## src/hw/cvcw_pkg.sv

```systemverilog
// Package for the cyclic velocity control word decoder.
// Assumes a single 25 MHz system clock domain.
package cvcw_pkg;

  // ****************************************************************
  // Register map and fields
  // ****************************************************************
  localparam logic [15:0] CVCW_CMD_WORD_IDX  = 16'h6040;
  localparam logic [15:0] CVCW_CMD_WORD_RST  = 16'h0000;
  localparam int          CVCW_TYPE_HI       = 13;
  localparam int          CVCW_TYPE_LO       = 12;
  localparam int          CVCW_HALT_BIT      = 8;
  localparam int          CVCW_VEL_IGN_BIT   = 12;
  localparam logic [31:0] CVCW_VEL_MAX       = 32'h003d0900;
  localparam logic [31:0] CVCW_VEL_MIN       = 32'hffc2f700;

  // ****************************************************************
  // Push-motion deviation figures, tenths of a degree
  // ****************************************************************
  localparam logic [15:0] CVCW_PUSH_DEV_DDEG = 16'h001b;
  localparam logic [15:0] CVCW_RETURN_DDEG   = 16'h0024;

  // ****************************************************************
  // Sub-modes of continuous operation
  // ****************************************************************
  typedef enum logic [1:0] {
    CVCW_POS_CTRL  = 2'h0,
    CVCW_SPD_CTRL  = 2'h1,
    CVCW_PUSH      = 2'h2,
    CVCW_TORQUE    = 2'h3
  } cvcw_type_t;

  // One-hot control state
  typedef enum logic [3:0] {
    CVCW_ST_IDLE  = 4'h1,
    CVCW_ST_POS   = 4'h2,
    CVCW_ST_SPD   = 4'h4,
    CVCW_ST_PUSH  = 4'h8
  } cvcw_state_t;

  // Conditions from the drive core
  typedef struct packed {
    logic op_enabled;
    logic excited;
    logic stop_in;
    logic limit_active;
    logic overload;
    logic deviation_over;
  } cvcw_core_t;

  // Commands toward the motion core
  typedef struct packed {
    logic        run;
    logic        imm_stop;
    logic        pos_ctrl;
    logic        spd_ctrl;
    logic        push;
    logic        dev_track;
    logic [15:0] push_dev_ddeg;
    logic [31:0] velocity;
  } cvcw_motion_t;

endpackage

```

## src/hw/cvcw_decoder.sv

```systemverilog
// Control word decoder for the cyclic synchronous velocity mode.
// Assumes cyclic writes arrive synchronous to sys_clk from the
// process-data front end, one strobe per written object.
//
// Summary of operation
// - Type bits 13..12 select sub-mode
// - Type change applies immediately
// - Halt bit 8 forces immediate stop
// - Type 00: position control, deviation alarms
// - Type 01: speed control, overload only
// - Type 10: push-motion, keep pressing load
// - Type 11 behaves as push-motion
// - Push holds 2.7 degree deviation
// - Target velocity signed, clamped to range
// - Velocity ignored flag and cases
module cvcw_decoder (
  input  wire logic                  sys_clk,
  input  wire logic                  resetn,
  input  wire logic                  cmd_wr,
  input  wire logic [15:0]           cmd_wdata,
  input  wire logic                  vel_wr,
  input  wire logic [31:0]           vel_wdata,
  input  wire cvcw_pkg::cvcw_core_t  core,
  output logic      [15:0]           cmd_rdata,
  output logic                       vel_accepted,
  output cvcw_pkg::cvcw_motion_t     motion,
  output logic                       alarm_overload,
  output logic                       alarm_deviation
);

  // ****************************************************************
  // Control word and target velocity
  // ****************************************************************
  logic [15:0]          cmd_q;
  logic [31:0]          vel_q;
  logic [31:0]          vel_clamped;
  cvcw_pkg::cvcw_type_t type_d;
  logic                 halt_d;
  logic                 ignore_d;
  cvcw_pkg::cvcw_state_t state_q;
  cvcw_pkg::cvcw_state_t state_d;

  always_ff @(posedge sys_clk) begin
    if (!resetn) begin
      cmd_q <= cvcw_pkg::CVCW_CMD_WORD_RST;
    end else if (cmd_wr) begin
      cmd_q <= cmd_wdata;
    end
  end

  cvcw_vel_clamp u_clamp (
    .vel_in  (vel_wdata),
    .vel_out (vel_clamped)
  );

  always_ff @(posedge sys_clk) begin
    if (!resetn) begin
      vel_q <= 32'h0000_0000;
    end else if (vel_wr) begin
      vel_q <= vel_clamped;
    end
  end

  // Decode from the incoming word so a type change acts at once
  always_comb begin
    logic [15:0] w;
    w = cmd_wr ? cmd_wdata : cmd_q;
    // Only type and halt are decoded; other bits are dropped
    type_d = cvcw_pkg::cvcw_type_t'(
      w[cvcw_pkg::CVCW_TYPE_HI:cvcw_pkg::CVCW_TYPE_LO]);
    halt_d = w[cvcw_pkg::CVCW_HALT_BIT];
  end

  always_comb begin
    ignore_d = !core.op_enabled || !core.excited || halt_d ||
               core.stop_in || core.limit_active;
  end

  // ****************************************************************
  // Sub-mode state
  // ****************************************************************
  always_comb begin
    case (type_d)
      cvcw_pkg::CVCW_POS_CTRL: state_d = cvcw_pkg::CVCW_ST_POS;
      cvcw_pkg::CVCW_SPD_CTRL: state_d = cvcw_pkg::CVCW_ST_SPD;
      cvcw_pkg::CVCW_PUSH:     state_d = cvcw_pkg::CVCW_ST_PUSH;
      cvcw_pkg::CVCW_TORQUE:   state_d = cvcw_pkg::CVCW_ST_PUSH;
      default:                 state_d = cvcw_pkg::CVCW_ST_IDLE;
    endcase
    if (ignore_d) begin
      state_d = cvcw_pkg::CVCW_ST_IDLE;
    end
  end

  always_ff @(posedge sys_clk) begin
    if (!resetn) begin
      state_q <= cvcw_pkg::CVCW_ST_IDLE;
    end else begin
      state_q <= state_d;
    end
  end

  // ****************************************************************
  // Motion commands
  // ****************************************************************
  logic        run_q;
  logic        imm_stop_q;
  logic        pos_ctrl_q;
  logic        spd_ctrl_q;
  logic        push_q;
  logic        dev_track_q;
  logic [15:0] push_dev_q;
  logic [31:0] velocity_q;

  // Run permission and halt
  always_ff @(posedge sys_clk) begin
    if (!resetn) begin
      run_q      <= 1'b0;
      imm_stop_q <= 1'b0;
    end else begin
      run_q      <= !ignore_d;
      imm_stop_q <= halt_d;
    end
  end

  // ****************************************************************
  // Sub-mode selects
  // ****************************************************************
  // They follow the next state, so a type write acts at once
  always_ff @(posedge sys_clk) begin
    if (!resetn) begin
      pos_ctrl_q  <= 1'b0;
      spd_ctrl_q  <= 1'b0;
      push_q      <= 1'b0;
      dev_track_q <= 1'b0;
    end else begin
      pos_ctrl_q  <= (state_d == cvcw_pkg::CVCW_ST_POS);
      spd_ctrl_q  <= (state_d == cvcw_pkg::CVCW_ST_SPD);
      push_q      <= (state_d == cvcw_pkg::CVCW_ST_PUSH);
      dev_track_q <= (state_d == cvcw_pkg::CVCW_ST_POS);
    end
  end

  // Deviation held while pressing against a load
  always_ff @(posedge sys_clk) begin
    if (!resetn) begin
      push_dev_q <= 16'h0000;
    end else if (state_d == cvcw_pkg::CVCW_ST_PUSH) begin
      push_dev_q <= cvcw_pkg::CVCW_PUSH_DEV_DDEG;
    end else begin
      push_dev_q <= 16'h0000;
    end
  end

  // ****************************************************************
  // Velocity toward the core
  // ****************************************************************
  // The stored velocity is kept while ignored, only the output is zero
  always_ff @(posedge sys_clk) begin
    if (!resetn) begin
      velocity_q <= 32'h0000_0000;
    end else if (ignore_d) begin
      velocity_q <= 32'h0000_0000;
    end else if (vel_wr) begin
      velocity_q <= vel_clamped;
    end else begin
      velocity_q <= vel_q;
    end
  end

  always_ff @(posedge sys_clk) begin
    if (!resetn) begin
      vel_accepted <= 1'b0;
    end else begin
      vel_accepted <= !ignore_d;
    end
  end

  // ****************************************************************
  // Outputs from the command flops
  // ****************************************************************
  always_comb begin
    motion.run           = run_q;
    motion.imm_stop      = imm_stop_q;
    motion.pos_ctrl      = pos_ctrl_q;
    motion.spd_ctrl      = spd_ctrl_q;
    motion.push          = push_q;
    motion.dev_track     = dev_track_q;
    motion.push_dev_ddeg = push_dev_q;
    motion.velocity      = velocity_q;
  end

  // ****************************************************************
  // Alarms by sub-mode
  // ****************************************************************
  // Push and torque modes raise no alarm of their own
  always_ff @(posedge sys_clk) begin
    if (!resetn) begin
      alarm_overload <= 1'b0;
    end else begin
      alarm_overload <= core.overload &&
                        ((state_q == cvcw_pkg::CVCW_ST_POS) ||
                         (state_q == cvcw_pkg::CVCW_ST_SPD));
    end
  end

  // Only position control watches the deviation
  always_ff @(posedge sys_clk) begin
    if (!resetn) begin
      alarm_deviation <= 1'b0;
    end else begin
      alarm_deviation <= core.deviation_over &&
                         (state_q == cvcw_pkg::CVCW_ST_POS);
    end
  end

  always_ff @(posedge sys_clk) begin
    if (!resetn) begin
      cmd_rdata <= cvcw_pkg::CVCW_CMD_WORD_RST;
    end else begin
      cmd_rdata <= cmd_wr ? cmd_wdata : cmd_q;
    end
  end

endmodule

```

## src/hw/cvcw_vel_clamp.sv

```systemverilog
// Clamp of a signed 32-bit target velocity to the legal range.
// Purely combinational; used by the decoder top.
module cvcw_vel_clamp #(
  parameter logic [31:0] VMAX = cvcw_pkg::CVCW_VEL_MAX,
  parameter logic [31:0] VMIN = cvcw_pkg::CVCW_VEL_MIN
) (
  input  wire logic [31:0] vel_in,
  output logic      [31:0] vel_out
);

  always_comb begin
    if ($signed(vel_in) > $signed(VMAX)) begin
      vel_out = VMAX;
    end else if ($signed(vel_in) < $signed(VMIN)) begin
      vel_out = VMIN;
    end else begin
      vel_out = vel_in;
    end
  end

endmodule

```

## config.mk

```make
export PLATFORM = sky130hd
export DESIGN_NAME = cvcw_decoder
export DESIGN_NICKNAME = d
export VERILOG_FILES = /design/src/hw/cvcw_pkg.sv /design/src/hw/cvcw_decoder.sv /design/src/hw/cvcw_vel_clamp.sv
export SDC_FILE = /design/constraint.sdc
export NUM_CORES = 1
export LEC_CHECK = 0
export BUFFER_PORTS_ARGS = -buffer_cell sky130_fd_sc_hd__buf_2
export CAP_MARGIN = 10
export CORE_MARGIN = 1.5
export CORE_UTILIZATION = 35
export DETAILED_ROUTE_END_ITERATION = 10
export PLACE_DENSITY_LB_ADDON = 0.15
export SLEW_MARGIN = 10
export SYNTH_ARGS = -nofsm -noshare
export SYNTH_HDL_FRONTEND = slang
export SYNTH_SLANG_ARGS = --single-unit
```

## constraint.sdc

```tcl
create_clock -name sys_clk -period 3.1 [get_ports sys_clk]
set_input_delay 0.465 -clock sys_clk [delete_from_list [all_inputs] [get_ports sys_clk]]
set_output_delay 0.465 -clock sys_clk [all_outputs]
set_load 0.1 [all_outputs]
```

# [Word level (Yosys, flattened, before mapping)]
# Index checks and enable logic that the tools add are counted.
[classes] n_lt_le_gt_ge=2 eq_ne=8 mux=7 bitwise=1 n_reduce_logical=13
[op_table] operator="2-to-1 mux 32 bit" count=3
[op_table] operator="> comparator 32 x 23 -> 1 bit (second input constant)" count=1
[op_table] operator="< comparator 32 x 23 -> 1 bit (second input constant)" count=1
[op_table] operator="2-to-1 mux 14 bit" count=1
[op_table] operator="case mux 4 bit (3 select lines)" count=1
[op_table] operator="== test 4 x 2 -> 1 bit (second input constant)" count=2
[op_table] operator="== test 4 x 3 -> 1 bit (second input constant)" count=2
[op_table] operator="logical OR 1 bit" count=5
[op_table] operator="2-to-1 mux 5 bit" count=1
[op_table] operator="== test 2 bit (second input constant)" count=2
[op_table] operator="== test 4 bit (second input constant)" count=1
[op_table] operator="2-to-1 mux 4 bit" count=1
[op_table] operator="OR reduction 2 bit" count=2
[op_table] operator="zero test 1 bit" count=3
[op_table] operator="== test 2 x 1 -> 1 bit (second input constant)" count=1
[op_table] operator="logical AND 1 bit" count=2
[op_table] operator="zero test 2 bit" count=1
[op_table] operator="inverter 1 bit" count=1
[word_totals] reg_bits=107 in_bits=58 out_inout_bits=73 wordCells=44

# [Longest topological paths before layout]
# Gate-level depths: netlist of the first run.
[logic_depth] ltp_word=8 depth_mapped=10 depth_no_buf=9

# [Modules after synthesis]
# From an unflattened synthesis of the first run, not the netlist that was laid out.
[unflattened] hier_cells=375 area_unflattened_um2=3651.0
[by_module_without_submodules] module="cvcw_decoder" n_inst=1 cells_each=274 area_each_um2=3040.4 seq_area_each_um2=1801.7
[by_module_without_submodules] module="cvcw_vel_clamp" n_inst=1 cells_each=101 area_each_um2=610.6 seq_area_each_um2=0.0

# [Worst setup path after synthesis of the first run]
# Ideal clock, no wire load.
[synth_timing] path_kind="input to register" start="input port vel_wdata[8]" end="register velocity_q[6]" setup_ps=115 arrival_time_ps=2308 required_time_ps=2985 slack_ps=677 cell_stages=9 n_path_buf=2 path_cell_list="a31oi_1 -> nor4b_1 -> a211oi_1 -> or4_1 -> ha_1 -> clkbuf_1 -> clkbuf_1 -> nand4b_1 -> o21ai_2"
[synth_between] elab_chain_cells=4 elab_cells_between_ends=5 classes_between="order compare (2); mux (3)"
[synth_lines] element="from (decl)" line="cvcw_decoder.sv:22" text="input wire logic [31:0] vel_wdata,"
[synth_lines] element="< comparator 32 x 23 -> 1 bit" line="cvcw_vel_clamp.sv:14" text="end else if ($signed(vel_in) < $signed(VMIN)) begin"
[synth_lines] element="2-to-1 mux 32 bit" line="cvcw_vel_clamp.sv:14"
[synth_lines] element="2-to-1 mux 32 bit (*)" line="cvcw_vel_clamp.sv:12" text="if ($signed(vel_in) > $signed(VMAX)) begin"
[synth_lines] element="2-to-1 mux 32 bit (*)" line="cvcw_decoder.sv:164" text="end else if (vel_wr) begin"
[synth_lines] element="to (signal assigned)" line="cvcw_decoder.sv:165" text="velocity_q <= vel_clamped;"
[synth_lines] element="to (signal assigned)" line="cvcw_decoder.sv:167" text="velocity_q <= vel_q;"
[synth_lines] element="to (decl)" line="cvcw_decoder.sv:113" text="logic [31:0] velocity_q;"
# Every way passes the cells marked *; elsewhere a longest branch is shown, timed or not.
# A chain may end at the register's enable or synchronous reset.

# [Worst setup path in the final report of the first run]
[layout_timing] start="input port vel_wdata[17]" end="register vel_q[8]"
[layout_between] elab_chain_cells=4 elab_cells_between_ends=5 classes_between="order compare (2); mux (3)"
[layout_lines] element="< comparator 32 x 23 -> 1 bit" line="cvcw_vel_clamp.sv:14"
[layout_lines] element="2-to-1 mux 32 bit" line="cvcw_vel_clamp.sv:14"
[layout_lines] element="2-to-1 mux 32 bit (*)" line="cvcw_vel_clamp.sv:12"
[layout_lines] element="2-to-1 mux 32 bit (*)"
[layout_lines] element="to (signal assigned)" line="cvcw_decoder.sv:60" text="vel_q <= vel_clamped;"
[layout_lines] element="to (decl)" line="cvcw_decoder.sv:35" text="logic [31:0] vel_q;"
# Marked as above.

==> out/results.ini, run 1 <==
[cts]
cts_max_path_buffers = 2
cts_sinks = 90
ctsResizeCount = 0
h-tree-depth = 3
cts_buffers = 9
clk-insertion-delay-late_ns = 0.35
cts.clk_slew.worst_paths_ns = 0.09
cts_tree = built
postCtsSetupBuffers = 0
hold_buffers = 0
cts-root-buf = clkbuf_8

[critical_path]
r2r_cells = 5
rrSetupSlack_ns = 1.01
worst_ep_arrival_time_ns = 2.62
rr_endpoint = velocity_q[8]$_SDFF_PP0_
required_ns = 3.35
crit_fanout = 23
end_kind = flip-flop
criticalPathCategory = in -> reg
crit_path_start_kind = input port
r2r_start = cmd_rdata[8]$_SDFF_PN0_

[job]
cap_violations = 0

[timing]
finalMaxSlewViolations = 0
min_period_ns = 2.37
hold_slack_ns = 0.324
fin_setup_tns_ns = 0
worst_pin_slew_ns = 0.738
rsz0062_at_grt = false
period_share = 0.764
clock-skew-final_ns = 0.0120
fmax_ghz = 0.422
timing.final.hold_violations = 0
setup_viol = 0
postLayoutSetupSlackWorst_ns = 0.732
relSlewSlack = 0.508

[yosys]
synth_most_common_cell = dfxtp_1
synth_area_um2 = 3700
synth_commonest_cells = dfxtp_1 (90), nor2_1 (60), o21ai_0 (37)
ys_seq_area_frac = 0.487
synth_xor_xnor_area_share = 0.00237
synth_compound_area_frac = 0.129
synth_edf_count = 0
netlist_instances = 396
synthTopCellsByArea = dfxtp_1 (49%), nor2_1 (6.1%), o21ai_0 (5.0%), nand3b_1 (4.9%), buf_4 (4.7%)
yosys.area.top_type = dfxtp_1
syn_area_per_cell_um2 = 9.34
yosysTopAreaCellShare = 0.487
async_reset_ff_frac = 0
synth.area.mux_share = 0.0406
ys_warn_count = 0
synth_top_family_by_area = simple AND/OR/NAND/NOR gates
ys.flop_type = dfxtp_1
synth_adder_area_share = 0.00338
synth_cell_type_count = 48
ys_ff_latch = 90
yosys.area_share.simple = 0.246

[routing]
vias = 2915
firstDrtPassIters = 4
totalWireLength_um = 8120
ant_nets = 0
drc = 0
wl_per_cell_um = 12.8
via_per_inst = 4.61
drt_iter0_markers = 97

[floorplanning]
die_w_um = 106
initial_core_util = 0.360
pin_count = 131
num_rows = 37
die_area_um2 = 11200
core_area_um2 = 10300
die_y_um = 106

[global_route]
grt_max_degree = 48
grt_pass1_vias = 2741
grtUsageTotal = 0.147
antenna_found_initial = 0
overflow = 0
grt_first_pass_wirelength_um = 13000

[placement]
place_area_um2 = 4230
dp_hpwl_um = 5860
place.gp.congestion = 0.791
dp_cells = 617
pre_cts_ws_ns = 0.339
io_buffers = 118

[pwr]
switching_share = 0.299
switching_power_w = 0.000747
ir_drop_mv = 0.246
p_int_w = 0.00175
power_density_nw_per_um2 = 561
power_leakage_nw = 1.99
clkPwrFrac = 0.354
combPwrFrac = 0.162
seqPwrFrac = 0.484

[cells_and_area]
multi_input_area_um2 = 1600
final_cell_area_um2 = 4460
drive_above_1_share = 0.328
fin_nets = 551
fin_cells = 633
ff_latch_area_um2 = 1800
antennaDiodeCount = 0
num-fill-cells = 1095
area_delta_synth_final_pct = 20.5

[worst_hold_path]
hp-class = in -> reg
min_path_cells = 3
worstHoldStart = core[1]
min_to = alarm_overload$_SDFF_PN0_

[status]
status = finished clean

==> logic make-up after synthesis <==
kind of cell / count (synthesis)
adders and majority gates: 1
xor gates and xnor gates: 1
and+or+nand+nor: 160
DFF: 90
muxes: 15
buffers and inverters: 57
other: 1
AOI/OAI and AO/OA: 71
==> power groups by stage <==
stage / logic, W / registers, W / clock network [W]
6_report: 0.000404 / 0.00121 / 0.000885
5_1_grt: 0.000433 / 0.00121 / 0.000978
4_1_cts: 0.000407 / 0.00121 / 0.000921
3_5_place_dp: 0.000407 / 0.00124 / 0
3_3_place_gp: 0.000406 / 0.00123 / 0
2_1_floorplan: 0.000225 / 0.00134 / 0
==> per-stage QoR <==
step	utilization	total power, W
finish	0.434	0.00250
global route	0.434	0.00263
CTS	0.434	0.00254
detailed placement	0.412	0.00164
global placement	0.412	0.00164
floorplan	-	0.00156
==> how the worst max path moves through the flow <==
| stage | cells after the start | start | slack, ns | endpoint |
|---|---|---|---|---|
| after global routing | 11 | vel_wdata[17] | 0.56 | velocity_q[14]$_SDFF_PP0_ |
| after detailed placement | 10 | vel_wdata[17] | 0.34 | vel_q[8]$_SDFF_PN0_ |
| after global placement | 10 | vel_wdata[17] | 0.38 | vel_q[8]$_SDFF_PN0_ |
| after floorplan | 9 | vel_wdata[8] | 0.68 | velocity_q[6]$_SDFF_PP0_ |
| after CTS | 10 | vel_wdata[17] | 0.72 | vel_q[8]$_SDFF_PN0_ |
| final | 10 | vel_wdata[17] | 0.73 | vel_q[8]$_SDFF_PN0_ |
==> metal layers <==
metal  wire length (um)  up-vias  global-route usage
met3                558        8              0.0513
li1                   -     1497                   -
met5                  0        -                   0
met4                121        0              0.0531
met1               3720     1330               0.186
met2               3710       80               0.232
==> state kept, by name (all words and copies together), names as in the netlist <==
signal           count
spd_ctrl_q           1
cmd_rdata           16
alarm_deviation      1
vel_accepted         1
state_q              4
velocity_q          32
push_dev_q           1
alarm_overload       1
dev_track_q          1
vel_q               32
==> area by class of cell <==
| class | count | share of cell area |
|---|---|---|
| inverters | 8 | 0.00674 |
| clock inverters | 7 | 0.0225 |
| flip-flops and latches | 90 | 0.404 |
| multi-input cells | 260 | 0.359 |
| well taps | 136 | 0.0382 |
| clock buffers | 9 | 0.0278 |
| repair buffers | 123 | 0.141 |
==> worst max-delay path, cell delays in order <==
cell and delay [ns]:
buf_2 0.16, nand4_1 0.09, nor4b_1 0.26, a211oi_1 0.07, or4_1 0.53, ha_1 0.37, buf_4 0.24, nor2_1 0.13
nand2_1 0.08, o21ba_2 0.21
==> placed cells by master (no fill, tap or decap), types with 4 or more instances in the layout <==
master    instances
buf_2           118
dfxtp_1          90
nor2_1           60
o21ai_0          37
nand3b_1         24
nand2_1          23
mux2i_1          15
nor2b_1          15
conb_1           12
o21ai_2          10
clkbuf_8          9
inv_1             8
nand4b_1          8
a21oi_1           7
nand4_1           6
buf_4             5
a21boi_1          4
Power figures use the tool's default switching activity.
==> run 2, diff against run 1 <==
- clock period: 3.1 -> 2.2 ns (I/O delays scaled with it)
==> run 2 against run 1 <==
Via count grew 4.2%. Clock skew shrank 0.0036 ns. Final cell count grew 3.2%. Sequential power grew 40%. Sequential cell count is the same. Routed wire length grew 5.0%. Critical endpoint unchanged.
==> out/results.ini, run 2 (synthesis gave the netlist of run 1 again) <==
[status]
status = finished clean

[timing]
worst_pin_slew_ns = 0.553
relSlewSlack = 0.631
fmax_ghz = 0.478
fin_setup_tns_ns = 0
timing.final.hold_violations = 0
finalMaxSlewViolations = 0
period_share = 0.950
min_period_ns = 2.09
setup_viol = 0
postLayoutSetupSlackWorst_ns = 0.110
clock-skew-final_ns = 0.00841

[global_route]
overflow = 0
grt_max_degree = 30
grtUsageTotal = 0.160
grt_first_pass_wirelength_um = 14300
grt_pass1_vias = 2922
antenna_found_initial = 0

[cts]
cts_buffers = 9
cts_tree = built
hold_buffers = 0
h-tree-depth = 3
cts_sinks = 90
cts-root-buf = clkbuf_8
cts.clk_slew.worst_paths_ns = 0.09
clk-insertion-delay-late_ns = 0.35
postCtsSetupBuffers = 0
cts_max_path_buffers = 2

[critical_path]
crit_path_start_kind = input port
r2r_start = cmd_rdata[8]$_SDFF_PN0_
critPathSlowestCell = or4_1
critical-path-top-delay-family = simple AND/OR/NAND/NOR gates
r2r_cells = 5
path_buf_inv = 2
crit_fanout = 17
required_ns = 2.45
critPathMaxStageDelay_ns = 0.54
end_kind = flip-flop
worst_ep_arrival_time_ns = 2.34
rrSetupSlack_ns = 0.77
rr_endpoint = velocity_q[31]$_SDFF_PP0_
criticalPathCategory = in -> reg
critical_path.cell_chain = buf_2 > a31oi_1 > nor4b_2 > a211oi_1 > or4_1 > ha_2 > buf_4 > nor2_1 > nand2_1 > o21ba_2

[routing]
ant_nets = 0
via_per_inst = 4.65
firstDrtPassIters = 4
drt_iter0_markers = 90
wl_per_cell_um = 13.1
drc = 0
totalWireLength_um = 8520
vias = 3037

[cells_and_area]
num-fill-cells = 1033
antennaDiodeCount = 0
fin_cells = 653
fin_util = 0.448
fin_nets = 571
area_delta_synth_final_pct = 24.6
layout_common_cells = buf_2 (118), dfxtp_1 (90), nor2_1 (60), o21ai_0 (36)
drive_above_1_share = 0.356
layout_commonest_cell = buf_2
reg_top3 = vel_q (32), velocity_q (32), cmd_rdata (16)

[placement]
pre_cts_ws_ns = -0.434
place.gp.congestion = 0.769
dp_cells = 637
dp_hpwl_um = 6190
io_buffers = 118

[floorplanning]
die_y_um = 106
num_rows = 37
core_area_um2 = 10300
die_area_um2 = 11200
initial_core_util = 0.360
pin_count = 131
die_w_um = 106

[pwr]
power_density_nw_per_um2 = 752
power_leakage_nw = 2.08
total_power_w = 0.00347
ir_drop_mv = 0.395

[worst_hold_path]
hp-class = in -> reg
min_to = alarm_overload$_SDFF_PN0_
min_path_cells = 3
worstHoldStart = core[1]

[job]
cap_violations = 0

-- run 2: worst max path at each step --
| stage | start | to | slack (ns) | depth (start not counted) |
|---|---|---|---|---|
| 5_1_grt | vel_wdata[8] | velocity_q[20]$_SDFF_PP0_ | -0.0003 | 10 |
| 6_report | vel_wdata[8] | vel_q[8]$_SDFF_PN0_ | 0.11 | 10 |
| 2_1_floorplan | vel_wdata[8] | velocity_q[6]$_SDFF_PP0_ | 0.01 | 9 |
| 3_3_place_gp | vel_wdata[8] | vel_q[21]$_SDFF_PN0_ | -0.37 | 10 |
| 4_1_cts | vel_wdata[8] | vel_q[20]$_SDFF_PN0_ | 0.04 | 10 |
| 3_5_place_dp | vel_wdata[8] | vel_q[8]$_SDFF_PN0_ | -0.43 | 10 |
-- run 2: layer usage --
layer / vias up / share of wire / wire length (um) / global-route usage
li1: 1537 / - / - / -
met1: 1418 / 0.47 / 3990 / 0.215
met2: 75 / 0.47 / 3980 / 0.252
met3: 7 / 0.055 / 471 / 0.0482
met4: 0 / 0.0092 / 78 / 0.0405
met5: - / 0 / 0 / 0
-- run 2: final cells by class --
cell class,instances,area [um2],area share
sequential,90,1800,0.391
multi-input combinational,260,1610,0.349
timing repair buffer,143,791,0.172
tap,136,170,0.0369
clock buffer,12,155,0.0337
clock inverter,4,50.0,0.0109
inverter,8,30.0,0.00652
-- run 2: power breakdown --
group / switching (W) / internal (W)
logic: 0.000444 / 0.000157
registers: 0.0000186 / 0.00168
clock network: 0.000577 / 0.000586
-- run 2: tightest hold or removal path: stages --
cell	delay [ns]
buf_2	0.10
nand2_1	0.05
nor2_1	0.03
-- run 2: what timing repair did --
action / CTS / global route
setup endpoints to repair: 23 / 24
hold endpoints to repair: 0 / 0
resized for setup: 1 / 2
pin swaps: 0 / 0
-- run 2: per-stage QoR --
stage                     area [um2]  hold WS, ns
after CTS                       4610        0.177
after floorplan                 3740        0.417
after global routing            4610        0.172
final                           4610        0.189
after detailed placement        4390        0.438
after global placement          4390        0.427
